`src/design/rate_readout_pkg.sv`:
```
// Package with the constants of the rate readout serial responder.
package rate_readout_pkg;

  // Fixed byte returned whenever real data cannot be given.
  localparam logic [7:0] ERROR_CODE = 8'h80;
  // Upper nibble of every low-byte rate answer with data, a check pattern for the host.
  localparam logic [3:0] LOW_CHECK_NIBBLE = 4'h5;

  // Command opcodes as they arrive in the last byte of a transfer.
  localparam logic [7:0] READ_RATE_HIGH_CMD    = 8'h80;
  localparam logic [7:0] READ_RATE_LOW_EXT_CMD = 8'h8E;
  localparam logic [7:0] READ_TEMPERATURE_CMD  = 8'hB0;
  localparam logic [7:0] READ_STATUS_CMD       = 8'hB4;
  localparam logic [7:0] GUARD_OFF_1_CMD       = 8'h4E;
  localparam logic [7:0] GUARD_OFF_2_CMD       = 8'h63;
  localparam logic [7:0] GUARD_OFF_3_CMD       = 8'h12;
  localparam logic [7:0] GUARD_ON_CMD          = 8'h55;
  localparam logic [7:0] PROCESS_RESUME_CMD    = 8'hAA;

  // Address bytes that must precede the guard disable commands.
  localparam logic [7:0] GUARD_OFF_1_ADDR = 8'hD7;
  localparam logic [7:0] GUARD_OFF_2_ADDR = 8'h50;
  localparam logic [7:0] GUARD_OFF_3_ADDR = 8'hA8;

  // Answers of the guard and resume commands.
  localparam logic [7:0] GUARD_OFF_RESP = 8'h80;
  localparam logic [7:0] GUARD_ON_RESP  = 8'h00;
  localparam logic [7:0] RESUME_RESP    = 8'h80;

  // Status flags whose zero value forces the error code on rate reads.
  localparam logic [7:0] FLAG_ERROR_MASK = 8'hEE;

  // Saturation limits of the 12-bit rate word, +2032 and -2032.
  localparam logic [11:0] RATE_MAX = 12'h7F0;
  localparam logic [11:0] RATE_MIN = 12'h810;
  localparam int          RATE_WIDTH = 12;

  // Bit counts of one command byte and of an address plus command.
  localparam logic [4:0] CMD_BITS  = 5'h08;
  localparam logic [4:0] ADDR_BITS = 5'h10;

  // Clock figures and the timing counts derived from them.
  localparam int MCLK_PERIOD_NS     = 8;
  localparam int MCLK_HZ            = 125000000;
  localparam int STROBE_GAP_NS      = 527;
  localparam int STROBE_GAP_CYCLES  = (STROBE_GAP_NS + MCLK_PERIOD_NS - 1) / MCLK_PERIOD_NS;
  localparam int SAMPLE_RATE_HZ     = 2000;
  localparam int REFRESH_CYCLES     = MCLK_HZ / SAMPLE_RATE_HZ;

  // Depth of the sample buffer in front of the readout register.
  localparam int FIFO_DEPTH = 16;

endpackage

```
`src/design/rate_readout_serial_responder.sv`:
```
// Serial responder of the rate sensor with its sample buffer.
//
// Function
// - Address byte precedes command byte in one transfer.
// - Error code is 1000 0000.
// - Error code answers everything during start-up.
// - Undefined or illegal opcodes answer error code.
// - Rate reads give error code on zero flag; code checks only flags in mask 8'hEE, bits 4 and 0 are ignored.
// - Rate high read gives top eight bits.
// - Negative rate samples saturate at -2032.
// - Positive rate samples saturate at +2032.
// - Saturation leaves every status flag untouched.
// - Rate low read gives 0101 and low nibble.
// - Rate high read latches same sample's low nibble.
// - Sample input on rising, shift output on falling.
// - Fewer than eight bits: transfer discarded, nothing executed.
`timescale 1ns/1ps

// First-in first-out buffer with valid and ready on both sides.
module sample_fifo #(
  parameter int WIDTH = 12,
  parameter int DEPTH = 16
) (
  input  wire logic             mclk_in,
  input  wire logic             nrst_in,
  input  wire logic             wr_valid_in,
  input  wire logic [WIDTH-1:0] wr_data_in,
  output logic                  wr_ready_out,
  output logic                  rd_valid_out,
  output logic      [WIDTH-1:0] rd_data_out,
  input  wire logic             rd_ready_in
);
  localparam int AW = $clog2(DEPTH);

  logic [WIDTH-1:0] mem_q [DEPTH];  // Storage words.
  logic [AW:0]      wr_ptr_q;       // Write pointer with wrap bit.
  logic [AW:0]      rd_ptr_q;       // Read pointer with wrap bit.
  wire              full_w  = (wr_ptr_q[AW] != rd_ptr_q[AW]) &&
                              (wr_ptr_q[AW-1:0] == rd_ptr_q[AW-1:0]);
  wire              empty_w = (wr_ptr_q == rd_ptr_q);
  wire              push_w  = wr_valid_in && !full_w;
  wire              pop_w   = rd_ready_in && !empty_w;

  assign wr_ready_out = !full_w;
  assign rd_valid_out = !empty_w;
  assign rd_data_out  = mem_q[rd_ptr_q[AW-1:0]];

  // Pointers move on accepted pushes and pops only.
  always_ff @(posedge mclk_in) begin
    if (!nrst_in) begin
      wr_ptr_q <= '0;
      rd_ptr_q <= '0;
    end else begin
      if (push_w) begin
        wr_ptr_q <= wr_ptr_q + 1'b1;
      end
      if (pop_w) begin
        rd_ptr_q <= rd_ptr_q + 1'b1;
      end
    end
  end

  // The storage needs no reset; a word is only read after it was written.
  always_ff @(posedge mclk_in) begin
    if (push_w) begin
      mem_q[wr_ptr_q[AW-1:0]] <= wr_data_in;
    end
  end
endmodule

// Serial responder: command decode, answer selection and shift logic.
module rate_readout_serial_responder #(
  parameter int REFRESH_CYCLES = rate_readout_pkg::REFRESH_CYCLES
) (
  input  wire logic        mclk_in,
  input  wire logic        nrst_in,
  input  wire logic        strobe_n_in,
  input  wire logic        sclk_in,
  input  wire logic        mosi_in,
  output logic             miso_out,
  output logic             miso_oe_out,
  input  wire logic        sample_valid_in,
  input  wire logic [11:0] sample_in,
  output logic             sample_ready_out,
  input  wire logic [7:0]  temperature_in,
  input  wire logic [7:0]  status_flags_in,
  input  wire logic        startup_done_in
);
  // Pin synchronisers; stage one feeds stage two only, stage three is history.
  logic strobe_s1_q, strobe_s2_q, strobe_s3_q;
  logic sclk_s1_q, sclk_s2_q, sclk_s3_q;
  logic mosi_s1_q, mosi_s2_q;

  logic [4:0]  bit_cnt_q;      // Received bits, saturating at sixteen.
  logic [15:0] in_shift_q;     // Address byte above, command byte below.
  logic [7:0]  out_shift_q;    // Data output shift register.
  logic [7:0]  resp_q;         // Data register with the pending answer.
  logic        miso_oe_q;      // Drive enable of the data output.
  logic [3:0]  low_latch_q;    // Low nibble captured by a rate high read.
  logic [11:0] cur_sample_q;   // Clamped sample presented for readout.
  logic [31:0] refresh_cnt_q;  // Divider of the sample refresh tick.
  logic        refresh_due_q;  // A refresh is waiting for the strobe to be high and a buffered sample.

  // Edge detection works on the second and third stages only.
  wire strobe_fall_w = strobe_s3_q && !strobe_s2_q;
  wire strobe_rise_w = !strobe_s3_q && strobe_s2_q;
  wire sclk_rise_w   = !sclk_s3_q && sclk_s2_q && !strobe_s2_q;
  wire sclk_fall_w   = sclk_s3_q && !sclk_s2_q && !strobe_s2_q;

  // Command decoding; the opcode is always the last byte shifted in.
  wire [7:0] cmd_w      = in_shift_q[7:0];
  wire [7:0] addr_w     = in_shift_q[15:8];
  wire       has_addr_w = (bit_cnt_q >= rate_readout_pkg::ADDR_BITS);
  wire       exec_w     = strobe_rise_w && (bit_cnt_q >= rate_readout_pkg::CMD_BITS);
  wire is_high_w  = (cmd_w == rate_readout_pkg::READ_RATE_HIGH_CMD);
  wire is_low_w   = (cmd_w == rate_readout_pkg::READ_RATE_LOW_EXT_CMD);
  wire is_temp_w  = (cmd_w == rate_readout_pkg::READ_TEMPERATURE_CMD);
  wire is_stat_w  = (cmd_w == rate_readout_pkg::READ_STATUS_CMD);
  wire is_on_w    = (cmd_w == rate_readout_pkg::GUARD_ON_CMD);
  wire is_res_w   = (cmd_w == rate_readout_pkg::PROCESS_RESUME_CMD);
  // Guard disable commands only count with their address byte in front.
  wire off1_w     = (cmd_w == rate_readout_pkg::GUARD_OFF_1_CMD) &&
                    (addr_w == rate_readout_pkg::GUARD_OFF_1_ADDR);
  wire off2_w     = (cmd_w == rate_readout_pkg::GUARD_OFF_2_CMD) &&
                    (addr_w == rate_readout_pkg::GUARD_OFF_2_ADDR);
  wire off3_w     = (cmd_w == rate_readout_pkg::GUARD_OFF_3_CMD) &&
                    (addr_w == rate_readout_pkg::GUARD_OFF_3_ADDR);
  wire is_off_w   = has_addr_w && (off1_w || off2_w || off3_w);
  wire known_w    = is_high_w || is_low_w || is_temp_w || is_stat_w ||
                    is_on_w || is_res_w || is_off_w;
  wire flags_bad_w = |(~status_flags_in & rate_readout_pkg::FLAG_ERROR_MASK);
  wire rate_err_w  = (is_high_w || is_low_w) && flags_bad_w;

  // Answer selection; start-up and illegal opcodes win over all data.
  wire [7:0] resp_d =
    !startup_done_in ? rate_readout_pkg::ERROR_CODE :
    !known_w         ? rate_readout_pkg::ERROR_CODE :
    rate_err_w       ? rate_readout_pkg::ERROR_CODE :
    is_high_w        ? cur_sample_q[11:4] :
    is_low_w         ? {rate_readout_pkg::LOW_CHECK_NIBBLE, low_latch_q} :
    is_temp_w        ? temperature_in :
    is_stat_w        ? status_flags_in :
    is_on_w          ? rate_readout_pkg::GUARD_ON_RESP :
    is_res_w         ? rate_readout_pkg::RESUME_RESP :
                       rate_readout_pkg::GUARD_OFF_RESP;

  // Sample buffer between the filter output and the readout register.
  logic        fifo_valid_w;
  logic [11:0] fifo_data_w;
  wire         pop_w = refresh_due_q && fifo_valid_w && strobe_s2_q;

  sample_fifo #(
    .WIDTH (rate_readout_pkg::RATE_WIDTH),
    .DEPTH (rate_readout_pkg::FIFO_DEPTH)
  ) u_fifo (
    .mclk_in      (mclk_in),
    .nrst_in      (nrst_in),
    .wr_valid_in  (sample_valid_in),
    .wr_data_in   (sample_in),
    .wr_ready_out (sample_ready_out),
    .rd_valid_out (fifo_valid_w),
    .rd_data_out  (fifo_data_w),
    .rd_ready_in  (pop_w)
  );

  // Saturation keeps the high byte away from the error pattern.
  wire below_w = $signed(fifo_data_w) < $signed(rate_readout_pkg::RATE_MIN);
  wire above_w = $signed(fifo_data_w) > $signed(rate_readout_pkg::RATE_MAX);
  // Clamping works on the data word alone; status flags are never touched.
  wire [11:0] clamped_w = below_w ? rate_readout_pkg::RATE_MIN :
                          above_w ? rate_readout_pkg::RATE_MAX : fifo_data_w;

  assign miso_out    = out_shift_q[7];
  assign miso_oe_out = miso_oe_q;

  // Two flip-flop synchronisers for the link pins plus a history stage on strobe and clock.
  always_ff @(posedge mclk_in) begin
    if (!nrst_in) begin
      {strobe_s1_q, strobe_s2_q, strobe_s3_q} <= 3'h7;
      {sclk_s1_q, sclk_s2_q, sclk_s3_q}       <= 3'h0;
      {mosi_s1_q, mosi_s2_q}                  <= 2'h0;
    end else begin
      {strobe_s1_q, strobe_s2_q, strobe_s3_q} <= {strobe_n_in, strobe_s1_q, strobe_s2_q};
      {sclk_s1_q, sclk_s2_q, sclk_s3_q}       <= {sclk_in, sclk_s1_q, sclk_s2_q};
      {mosi_s1_q, mosi_s2_q}                  <= {mosi_in, mosi_s1_q};
    end
  end

  // Input shifting; a new transfer clears the bit count.
  always_ff @(posedge mclk_in) begin
    if (!nrst_in) begin
      bit_cnt_q  <= 5'h00;
      in_shift_q <= 16'h0000;
    end else if (strobe_fall_w) begin
      bit_cnt_q <= 5'h00;
    end else if (sclk_rise_w) begin
      in_shift_q <= {in_shift_q[14:0], mosi_s2_q};
      if (bit_cnt_q < rate_readout_pkg::ADDR_BITS) begin
        bit_cnt_q <= bit_cnt_q + 5'h01;
      end
    end
  end

  // Output shifting; the data register is copied at the start of a transfer.
  always_ff @(posedge mclk_in) begin
    if (!nrst_in) begin
      out_shift_q <= 8'h00;
      miso_oe_q   <= 1'b0;
    end else begin
      miso_oe_q <= !strobe_s2_q;
      if (strobe_fall_w) begin
        out_shift_q <= resp_q;
      end else if (sclk_fall_w) begin
        out_shift_q <= {out_shift_q[6:0], 1'b0};
      end
    end
  end

  // Execution at strobe rise; the answer is ready one cycle later,
  // far inside the host's minimum high time, so no extra wait is needed.
  always_ff @(posedge mclk_in) begin
    if (!nrst_in) begin
      resp_q      <= rate_readout_pkg::ERROR_CODE;
      low_latch_q <= 4'h0;
    end else if (exec_w) begin
      resp_q <= resp_d;
      if (is_high_w) begin
        low_latch_q <= cur_sample_q[3:0];
      end
    end
  end

  // Refresh divider; a due refresh waits while a transfer is running.
  always_ff @(posedge mclk_in) begin
    if (!nrst_in) begin
      refresh_cnt_q <= 32'h0000_0000;
      refresh_due_q <= 1'b0;
      cur_sample_q  <= 12'h000;
    end else begin
      if (refresh_cnt_q == 32'(REFRESH_CYCLES - 1)) begin
        refresh_cnt_q <= 32'h0000_0000;
        refresh_due_q <= 1'b1;
      end else begin
        refresh_cnt_q <= refresh_cnt_q + 32'h0000_0001;
        if (pop_w) begin
          refresh_due_q <= 1'b0;
        end
      end
      if (pop_w) begin
        cur_sample_q <= clamped_w;
      end
    end
  end

  // Checker history: a high read has run, and the low nibble of its sample.
  // Kept apart from the latch itself so the pairing check is not circular.
  logic       high_seen_q;  // At least one rate high read has executed.
  logic [3:0] high_nib_q;   // Low nibble of the sample at the last high read.

  // The history follows every executed high read, error answers included.
  always_ff @(posedge mclk_in) begin
    if (!nrst_in) begin
      high_seen_q <= 1'b0;
      high_nib_q  <= 4'h0;
    end else if (exec_w && is_high_w) begin
      high_seen_q <= 1'b1;
      high_nib_q  <= cur_sample_q[3:0];
    end
  end
endmodule

```
`config.mk`:
```
export PLATFORM = sky130hd
export DESIGN_NAME = rate_readout_serial_responder
export DESIGN_NICKNAME = d
export VERILOG_FILES = /design/src/design/rate_readout_pkg.sv /design/src/design/rate_readout_serial_responder.sv
export SDC_FILE = /design/constraint.sdc
export NUM_CORES = 1
export LEC_CHECK = 0
export ABC_AREA = 1
export BUFFER_PORTS_ARGS = -buffer_cell sky130_fd_sc_hd__clkbuf_2
export CORE_MARGIN = 4
export CORE_UTILIZATION = 41
export CTS_CLUSTER_DIAMETER = 50
export DETAILED_ROUTE_END_ITERATION = 16
export HOLD_SLACK_MARGIN = 0.1
export MAX_ROUTING_LAYER = met4
export PLACE_DENSITY_LB_ADDON = 0.2
export SETUP_SLACK_MARGIN = 0.02
export SLEW_MARGIN = 20
export SYNTH_ARGS = -nofsm -noshare
export SYNTH_HDL_FRONTEND = slang
export SYNTH_HIERARCHICAL = 1
export SYNTH_SLANG_ARGS = --single-unit
export TNS_END_PERCENT = 10
```
`constraint.sdc`:
```
create_clock -name mclk_in -period 3.6 [get_ports mclk_in]
set_input_delay 0.18 -clock mclk_in [delete_from_list [all_inputs] [get_ports mclk_in]]
set_output_delay 0.18 -clock mclk_in [all_outputs]
set_load 0.01 [all_outputs]
```
==> impl_metrics.py, run 1 <==
metrics = {
    "floorplan": {
        "ios": 38,
        "core_area_sq_um": 30830,
        "die_h_um": 185.3,
        "die_area_sq_um": 34340,
        "die_w_um": 185.3,
        "rows": 64,
        "start_util_pct": 41.81,
    },
    "global_routing": {
        "grt-ovfl-total": 0,
        "top_usage_layer": "met2",
        "grt_pass1_wl_um": 48580,
        "antenna_found_initial": 0,
        "gr-usage-met3_pct": 2.828,
        "grt_usage_pct": 18.27,
        "grt_max_degree": 77,
        "globalRouteMet2Util_pct": 29.50,
        "grt_pass1_vias": 9158,
        "grtUsageMet1_pct": 24.18,
    },
    "timing": {
        "setup_viol": 0,
        "drv_slew": 0,
        "worstMarginPinSlew_ps": 891.7,
        "setup_ws_ps": 1080,
        "finalCriticalPeriod_ps": 2520,
        "tns_ps": 0,
        "max_freq_mhz": 396.8,
        "relSlewSlack_pct": 40.48,
        "finalHoldViolCount": 0,
        "rsz0062_at_grt": "no",
        "skew_ps": 9.321,
        "period_share_pct": 70.00,
    },
    "placed_design": {
        "portBuffers": 37,
        "placed_area_sq_um": 13510,
        "pre_cts_ws_ps": 1096,
        "dp.cells": 1778,
        "gp_congestion": 0.8604,
        "dp_hpwl_um": 18810,
    },
    "worst_setup_path": {
        "path_cells": "buf_4 -> a21oi_1 -> o21ai_0 -> nand3_1 -> nand3_1 -> nand2_1 -> inv_1 -> nand3_1 -> o21ai_0 -> inv_1 -> nand3_1 -> a21oi_1",
        "crit_required_ps": 3950,
        "r2r_cells": 12,
        "slowest_stage": "dfxtp_4",
        "cpMostUsedCell": "nand3_1",
        "cp-start-kind": "register",
        "worstPathMaxFanout": 62,
        "max_stage_delay_ps": 740,
        "cp.arrival_ps": 2870,
        "crit_type": "reg -> reg",
        "end_kind": "register",
    },
    "synth": {
        "synth-edff-count": 192,
        "async_flop_share_pct": 0,
        "syn_nets": 1420,
        "synth_area_leaders": "edfxtp_1 (45%), dfxtp_1 (16%), nand2_1 (7.3%)",
        "yosysMostFrequentCell": "nand2_1",
        "synthCells": 1377,
        "synth_top_cell_area_share_pct": 44.73,
        "synthTopCellsByCount": "nand2_1 (252), inv_1 (196), edfxtp_1 (192), nand3_1 (136), a21oi_1 (111)",
        "synth_area_sq_um": 12890,
        "yosysWarnings": 6,
        "ys_ff_latch": 293,
        "synth_ff_type": "edfxtp_1",
        "syn_avg_cell_area_sq_um": 9.361,
        "synth_cell_types": 36,
        "ys_seq_area_share_pct": 60.42,
        "synth_area_leader_cell": "edfxtp_1",
    },
    "cells_and_area": {
        "seq_area_sq_um": 7795,
        "multi_input_area_sq_um": 4066,
        "nets": 1481,
        "fill_cells": 2858,
        "area_delta_synth_final_pct": 15.43,
        "antenna_cells": 0,
        "final_util_pct": 48.26,
        "design_area_sq_um": 14880,
        "instances_no_fill": 1861,
        "layout-drive-gt1-share_pct": 10.44,
    },
    "clocking": {
        "cts_buffers": 36,
        "cts_tree": "built",
        "cts_resized": 0,
        "cts_root_buf": "clkbuf_16",
        "clockBufferDepth": 3,
        "htree_levels": 2,
        "insertion_delay_ps": 510,
        "clk_pin_slew_worst_paths_ps": 60,
        "clock-sinks": 293,
    },
    "power": {
        "clkPwrFrac_pct": 48.4,
        "seqPwrFrac_pct": 48.8,
        "sw_frac_of_total_pct": 20.79,
        "powerDensity_nw_per_um2": 499.5,
        "peakVddDrop_mv": 0.3760,
        "internal_power_mw": 5.887,
        "comb_power_share_pct": 2.7,
        "switchingPower_mw": 1.545,
        "leakagePower_nw": 5.411,
    },
    "route": {
        "viasPerCell": 5.039,
        "dr.pass1.iters": 5,
        "ant_nets": 0,
        "drt_iter0_drc": 577,
        "routed_wl_um": 29460,
        "wl_per_cell_um": 15.83,
        "dr_total_vias": 9378,
        "remaining_drc_errors": 0,
    },
    "run": {
        "cap_viol_max_count": 0,
    },
    "hold_path": {
        "hp-class": "in -> reg",
        "hold_depth": 1,
    },
    "status": {
        "outcome": "completed",
    },
}
what timing repair did:
| item | 4_1_cts | 5_1_grt |
|---|---|---|
| hold buffers | 18 | 0 |
| hold endpoints to repair | 90 | 0 |
| buffers inserted | 0 | 0 |
final timing paths:
| kind | end | start | slack, ps |
|---|---|---|---|
| worst max-delay path | cur_sample_q[0]$_SDFFE_PN0P_ | register | 1080 |
| worst min-delay path | u_fifo/mem_q[6][4]$_DFFE_PP_ | sample_in[4] | 120 |
| worst max register to register | cur_sample_q[0]$_SDFFE_PN0P_ | register | 1080 |
| worst min register to register | strobe_s2_q$_SDFF_PN1_ | strobe_s1_q$_SDFF_PN1_ | 410 |
per-layer routing:
layer,up-vias,part of all wire [%]
li1,4761,-
met1,4378,46
met2,174,47
met3,65,4.6
met4,0,2.3
met5,-,0
metrics by stage:
step	power (mW)	hold WS [ps]
finish	7.432	122.5
global route	7.714	131.4
CTS	7.537	104.3
detailed placement	3.895	368.0
global placement	3.893	365.8
floorplan	3.804	277.6
power by group through the flow:
stage | combinational (mW) | sequential, mW | clock [mW]
after floorplan | 0.104 | 3.70 | 0
after global placement | 0.191 | 3.70 | 0
after detailed placement | 0.194 | 3.70 | 0
after CTS | 0.207 | 3.63 | 3.70
after global routing | 0.231 | 3.63 | 3.85
final | 0.204 | 3.63 | 3.60
cell type report:
type | instances | area share (%)
clock inverter | 15 | 1.202
clock buffer | 50 | 6.820
sequential | 293 | 52.39
multi-input combinational | 826 | 27.33
inverter | 202 | 5.096
tap | 396 | 3.330
timing repair buffer | 79 | 3.835
cells by family after synthesis:
logic type	Yosys count	synth area share [%]
DFF	293	60.42
AOI/OAI and AO/OA	248	10.86
adders and majority gates	8	0.7766
xor gates and xnor gates	10	0.6794
and+or+nand+nor	560	19.11
buffers and inverters	258	8.154
critical path, delay by kind of cell, from the launching register on:
kind,cells,cell delay (ps)
compound gates,4,490
buf+inv,3,600
flops,1,740
simple gates,5,510
cell usage in the layout (no fill, tap or decap), types with 3 or more instances in the layout:
cell and n:
nand2_1 252, o21ai_0 72, clkinv_1 3, a31oi_1 5, a21oi_1 111, nor3_2 5
xor2_1 6, edfxtp_1 192, inv_6 6, clkbuf_1 9, bufinv_16 3, nand3_1 136
xnor2_1 4, clkbuf_8 4, nor2_4 4, clkbuf_2 37, inv_2 6, inv_1 196
nor2_2 4, dfxtp_1 99, nand3_2 5, nand2_2 5, nor2_1 110, clkbuf_16 37
nor3_1 16, o21a_1 4, dlygate4sd3_1 18, nand4_1 16, o211ai_1 49, ha_1 8
buf_4 22, or2_2 3
registers in the layout, summed over array words and instances, names as in the netlist, 4 cells and up, named ones only:
| register | count |
|---|---|
| bit_cnt_q | 5 |
| cur_sample_q | 12 |
| in_shift_q | 8 |
| low_latch_q | 4 |
| out_shift_q | 8 |
| refresh_cnt_q | 32 |
| resp_q | 8 |
| u_fifo/mem_q | 192 |
| u_fifo/rd_ptr_q | 5 |
| u_fifo/wr_ptr_q | 5 |
(Power assumes the default switching activity.)
==> inputs of run 2 (changes only) <==
==> constraint.sdc (replaced) <==
create_clock -name mclk_in -period 2.47 [get_ports mclk_in]
set_input_delay 0.1235 -clock mclk_in [delete_from_list [all_inputs] [get_ports mclk_in]]
set_output_delay 0.1235 -clock mclk_in [all_outputs]
set_load 0.01 [all_outputs]
==> run 2 against run 1 <==
  * Worst setup slack got worse by 850 ps
  * Highest routed layer unchanged
  * Critical endpoint is now resp_q[7]$_SDFFE_PN1P_
  * Clock power is 44% higher
  * Utilization is 0.71 points higher
  * Clock skew is 13 ps higher
  * Global-route usage up 0.085 points
  * Register-to-register slack got worse by 850 ps
  * Combinational power grew 51%
==> impl_metrics.py, run 2 (synthesized netlist as in run 1, its figures left out) <==
metrics = {
    "global_routing": {
        "globalRouteMet2Util_pct": 29.98,
        "grt_max_degree": 61,
        "gr-usage-met3_pct": 2.965,
        "grt-ovfl-total": 0,
        "grt_pass1_wl_um": 48610,
        "grt_usage_pct": 18.35,
        "grt_pass1_vias": 9282,
        "antenna_found_initial": 0,
        "top_usage_layer": "met2",
        "grtUsageMet1_pct": 23.63,
    },
    "status": {
        "outcome": "completed",
    },
    "clocking": {
        "cts_resized": 0,
        "insertion_delay_ps": 520,
        "htree_levels": 2,
        "cts_buffers": 36,
        "clock-sinks": 293,
        "clk_pin_slew_worst_paths_ps": 60,
        "clockBufferDepth": 3,
        "cts_tree": "built",
        "cts_root_buf": "clkbuf_16",
    },
    "cells_and_area": {
        "antenna_cells": 0,
        "design_area_sq_um": 15100,
        "area_delta_synth_final_pct": 17.14,
        "nets": 1507,
        "largest_reg_flops": 192,
        "layout_commonest_cell": "nand2_1",
        "layout-drive-gt1-share_pct": 11.48,
        "final_cell_mix": "nand2_1 (252), inv_1 (196), edfxtp_1 (192)",
    },
    "timing": {
        "drv_slew": 0,
        "max_freq_mhz": 446.4,
        "period_share_pct": 90.69,
        "holdWs_ps": 155.7,
        "finalCriticalPeriod_ps": 2240,
        "tns_ps": 0,
        "relSlewSlack_pct": 45.23,
        "finalHoldViolCount": 0,
        "setup_ws_ps": 229.9,
        "skew_ps": 22.31,
        "rsz0062_at_grt": "no",
        "setup_viol": 0,
        "worstMarginPinSlew_ps": 816.7,
    },
    "route": {
        "drt_iter0_drc": 632,
        "viasPerCell": 5.027,
        "ant_nets": 0,
        "wl_per_cell_um": 16.15,
        "remaining_drc_errors": 0,
        "dr_total_vias": 9481,
        "routed_wl_um": 30450,
        "dr.pass1.iters": 5,
    },
    "worst_setup_path": {
        "cp-start-kind": "register",
        "crit_required_ps": 2870,
        "end_kind": "register",
        "critical_path.endpoint": "resp_q[7]$_SDFFE_PN1P_",
        "worstPathMaxFanout": 11,
        "r2r_slack_ps": 230,
        "cp.arrival_ps": 2640,
        "crit_start": "in_shift_q[6]$_SDFFE_PN0P_",
        "r2r_cells": 11,
        "crit_type": "reg -> reg",
        "rr_endpoint": "resp_q[7]$_SDFFE_PN1P_",
        "r2r_start": "in_shift_q[6]$_SDFFE_PN0P_",
    },
    "power": {
        "comb_power_share_pct": 2.9,
        "leakagePower_nw": 5.534,
        "switchingPower_mw": 2.270,
        "peakVddDrop_mv": 0.6105,
        "internal_power_mw": 8.509,
        "powerDensity_nw_per_um2": 713.9,
        "seqPwrFrac_pct": 49.1,
        "clkPwrFrac_pct": 48.0,
        "sw_frac_of_total_pct": 21.06,
    },
    "floorplan": {
        "die_h_um": 185.3,
        "die_w_um": 185.3,
        "die_area_sq_um": 34340,
        "start_util_pct": 41.81,
        "core_area_sq_um": 30830,
        "ios": 38,
        "rows": 64,
    },
    "placed_design": {
        "gp_congestion": 0.8608,
        "placed_area_sq_um": 13640,
        "portBuffers": 37,
        "dp_hpwl_um": 19920,
        "pre_cts_ws_ps": 291.9,
    },
    "hold_path": {
        "hp-class": "in -> reg",
    },
    "run": {
        "cap_viol_max_count": 0,
    },
}
==> run 2: per-stage QoR <==
stage	utilization, %	total power [mW]	std cells
3_5_place_dp	44.23	5.680	1793
4_1_cts	48.93	10.90	1885
5_1_grt	48.98	11.15	1886
6_report	48.98	10.78	1886
2_1_floorplan	-	5.545	1377
3_3_place_gp	44.21	5.674	1793
==> run 2: power groups by stage <==
| stage | clock [mW] | combinational [mW] | sequential, mW |
|---|---|---|---|
| floorplan | 0 | 0.151 | 5.39 |
| global placement | 0 | 0.279 | 5.39 |
| detailed placement | 0 | 0.284 | 5.40 |
| CTS | 5.29 | 0.313 | 5.29 |
| global route | 5.51 | 0.348 | 5.29 |
| finish | 5.18 | 0.308 | 5.29 |
==> run 2: worst min path at each step <==
stage / start / end / depth (start not counted)
2_1_floorplan: mosi_in / mosi_s1_q$_SDFF_PN0_ / 2
3_3_place_gp: sclk_in / sclk_s1_q$_SDFF_PN0_ / 3
3_5_place_dp: mosi_in / mosi_s1_q$_SDFF_PN0_ / 3
4_1_cts: status_flags_in[1] / resp_q[5]$_SDFFE_PN0P_ / 5
5_1_grt: status_flags_in[1] / resp_q[5]$_SDFFE_PN0P_ / 5
6_report: status_flags_in[1] / resp_q[5]$_SDFFE_PN0P_ / 5
==> run 2: worst max-delay path, cell delays in order, from the launching register on <==
cell           delay (ps)
dfxtp_1               300
inv_1                  80
nand2_1               150
nor2_1                550
nand2_1               110
nand2_1                90
nand2_1                50
nand2_1                90
nand2_1                50
dlygate4sd3_1         550
nand2_1                70
nand2_1                50
==> run 2: layer usage <==
layer	part of all wire, %	vias to the layer above
met5	0	-
met4	2.3	0
met3	4.5	62
met2	47	214
met1	46	4397
li1	-	4808
==> run 2: what timing repair did <==
action / CTS / global route
endpoints found under the setup margin: 0 / 3
endpoints found under the hold margin: 198 / 0
setup buffers: 0 / 1
hold buffers: 28 / 0
==> run 2: final cells by class <==
class                           instances  area (sq um)
Fill cell                            2852         15730
Sequential cell                       293          7795
Multi-Input combinational cell        826          4071
Clock buffer                           45         975.9
Timing Repair Buffer                  105         810.8
Inverter                              202         758.2
Tap cell                              396         495.5
Clock inverter                         19         192.7
==> inputs of run 3 (changes only) <==
==> constraint.sdc (replaced) <==
create_clock -name mclk_in -period 2.6 [get_ports mclk_in]
set_input_delay 0.13 -clock mclk_in [delete_from_list [all_inputs] [get_ports mclk_in]]
set_output_delay 0.13 -clock mclk_in [all_outputs]
set_load 0.01 [all_outputs]
==> run 3 against run 2 <==
  * Power is 8.8% lower
  * Critical path depth fell by 1
  * Wire length decreased by 5.3%
  * Die area stayed put
  * Fmax down 1.2%
  * Via count shrank 0.66%
  * Clock power fell by 13%
  * Non-clock buffer count fell by 4
  * Flip-flop and latch count unchanged
  * Combinational power is 6% lower
  * Critical endpoint is now cur_sample_q[0]$_SDFFE_PN0P_
  * Highest routed layer unchanged
==> impl_metrics.py, run 3 (synthesized netlist as in run 1, its figures left out) <==
metrics = {
    "placed_design": {
        "dp.cells": 1789,
        "portBuffers": 37,
        "pre_cts_ws_ps": 342.9,
        "dp_hpwl_um": 19040,
        "gp_congestion": 0.8803,
    },
    "route": {
        "wl_per_cell_um": 15.34,
        "top_layer_used": "met4",
        "drt_iter0_drc": 676,
        "wl_met2_um": 13540,
        "dr_total_vias": 9418,
        "remaining_drc_errors": 0,
        "viasPerCell": 5.010,
        "routed_wl_um": 28840,
        "wl_met1_um": 13630,
        "dr.pass1.iters": 5,
        "ant_nets": 0,
        "dr_wl_met3_um": 1091,
    },
    "power": {
        "powerDensity_nw_per_um2": 656.6,
        "peakVddDrop_mv": 0.5889,
        "leakagePower_nw": 5.448,
    },
    "worst_setup_path": {
        "crit_required_ps": 2990,
        "cp-start-kind": "register",
        "worstPathMaxFanout": 46,
        "cp_top_family": "simple AND/OR/NAND/NOR gates",
        "max_stage_delay_ps": 720,
        "critPathBufInv": 2,
        "path_cells": "buf_12 -> o211ai_1 -> nand3_1 -> nand3_1 -> nand2_1 -> inv_1 -> nor3_1 -> nand3_1 -> nand3_1 -> a21oi_1",
        "crit_type": "reg -> reg",
        "end_kind": "register",
        "cpMostUsedCell": "nand3_1",
        "slowest_stage": "dfxtp_4",
        "r2r_slack_ps": 330,
        "cp.arrival_ps": 2650,
    },
    "timing": {
        "setup_ws_ps": 332.7,
        "finalCriticalPeriod_ps": 2267,
        "relSlewSlack_pct": 52.64,
        "drv_slew": 0,
        "setup_viol": 0,
        "tns_ps": 0,
        "max_freq_mhz": 441.1,
        "rsz0062_at_grt": "no",
        "finalHoldViolCount": 0,
        "period_share_pct": 87.20,
        "skew_ps": 16.98,
        "worstMarginPinSlew_ps": 707.8,
    },
    "cells_and_area": {
        "instances_no_fill": 1880,
        "multi_input_area_sq_um": 4069,
        "antenna_cells": 0,
        "layout-drive-gt1-share_pct": 10.92,
        "fill_cells": 2912,
        "largest_reg_flops": 192,
        "area_delta_synth_final_pct": 16.19,
        "layout_commonest_cell": "nand2_1",
        "seq_area_sq_um": 7795,
        "final_cell_mix": "nand2_1 (252), inv_1 (196), edfxtp_1 (192)",
        "nets": 1501,
    },
    "clocking": {
        "clock-sinks": 293,
        "clk_pin_slew_worst_paths_ps": 60,
        "cts_resized": 0,
        "cts_root_buf": "clkbuf_16",
        "htree_levels": 2,
        "cts_buffers": 34,
        "clockBufferDepth": 3,
        "insertion_delay_ps": 520,
        "cts_tree": "built",
    },
    "status": {
        "outcome": "completed",
    },
    "floorplan": {
        "die_area_sq_um": 34340,
        "ios": 38,
        "die_w_um": 185.3,
        "die_h_um": 185.3,
        "core_area_sq_um": 30830,
        "rows": 64,
        "start_util_pct": 41.81,
    },
    "hold_path": {
        "hp-class": "in -> reg",
    },
    "global_routing": {
        "grt_pass1_vias": 8932,
        "antenna_found_initial": 0,
        "grt_max_degree": 47,
        "grt_pass1_wl_um": 46960,
        "grt-ovfl-total": 0,
        "grt_usage_pct": 17.58,
    },
    "run": {
        "cap_viol_max_count": 0,
    },
}
run 3: where the power goes:
group / total, mW / internal (mW) / switching [mW]
logic: 0.290 / 0.0947 / 0.195
registers: 5.03 / 5.01 / 0.0203
clock network: 4.52 / 2.63 / 1.89
total: 9.83 / 7.73 / 2.10
run 3: worst reg2reg max path, stage by stage (launching register included):
cell,delay (ps)
dfxtp_4,720
buf_12,270
o211ai_1,110
nand3_1,100
nand3_1,110
nand2_1,170
inv_1,100
nor3_1,210
nand3_1,170
nand3_1,120
a21oi_1,60
run 3: routing by layer:
layer / up-vias / GRT usage (%)
met5: - / -
met4: 0 / 4.375
met3: 45 / 2.278
met2: 166 / 28.59
met1: 4409 / 23.57
li1: 4798 / -
run 3: repair_timing:
item                                    4_1_cts  5_1_grt
hold buffers                                 29        0
hold endpoints to repair                    206        0
setup buffers                                 0        0
endpoints found under the setup margin        0        0
run 3: final timing paths:
check,startpoint,end,cells after the start
setup / recovery,register,cur_sample_q[0]$_SDFFE_PN0P_,10
hold / removal,status_flags_in[3],resp_q[3]$_SDFFE_PN0P_,7
setup reg to reg,register,cur_sample_q[0]$_SDFFE_PN0P_,10
hold reg to reg,sclk_s1_q$_SDFF_PN0_,sclk_s2_q$_SDFF_PN0_,2
run 3: area by class of cell:
class / instances / share of cell area (%)
clock buffers: 44 / 6.140
flip-flops and latches: 293 / 52.05
well taps: 396 / 3.308
clock inverters: 18 / 1.011
multi-input cells: 826 / 27.17
inverters: 202 / 5.063
repair buffers: 101 / 5.263
run 3: stage by stage:
| step | cell area (sq um) | hold WS, ps | utilization, % | total power [mW] |
|---|---|---|---|---|
| 5_1_grt | 14980 | 219.4 | 48.58 | 10.20 |
| 3_5_place_dp | 13610 | 321.1 | 44.16 | 5.392 |
| 2_1_floorplan | 12890 | 227.6 | - | 5.268 |
| 4_1_cts | 14970 | 153.5 | 48.57 | 9.956 |
| 6_report | 14980 | 177.3 | 48.58 | 9.833 |
| 3_3_place_gp | 13610 | 315.1 | 44.16 | 5.388 |
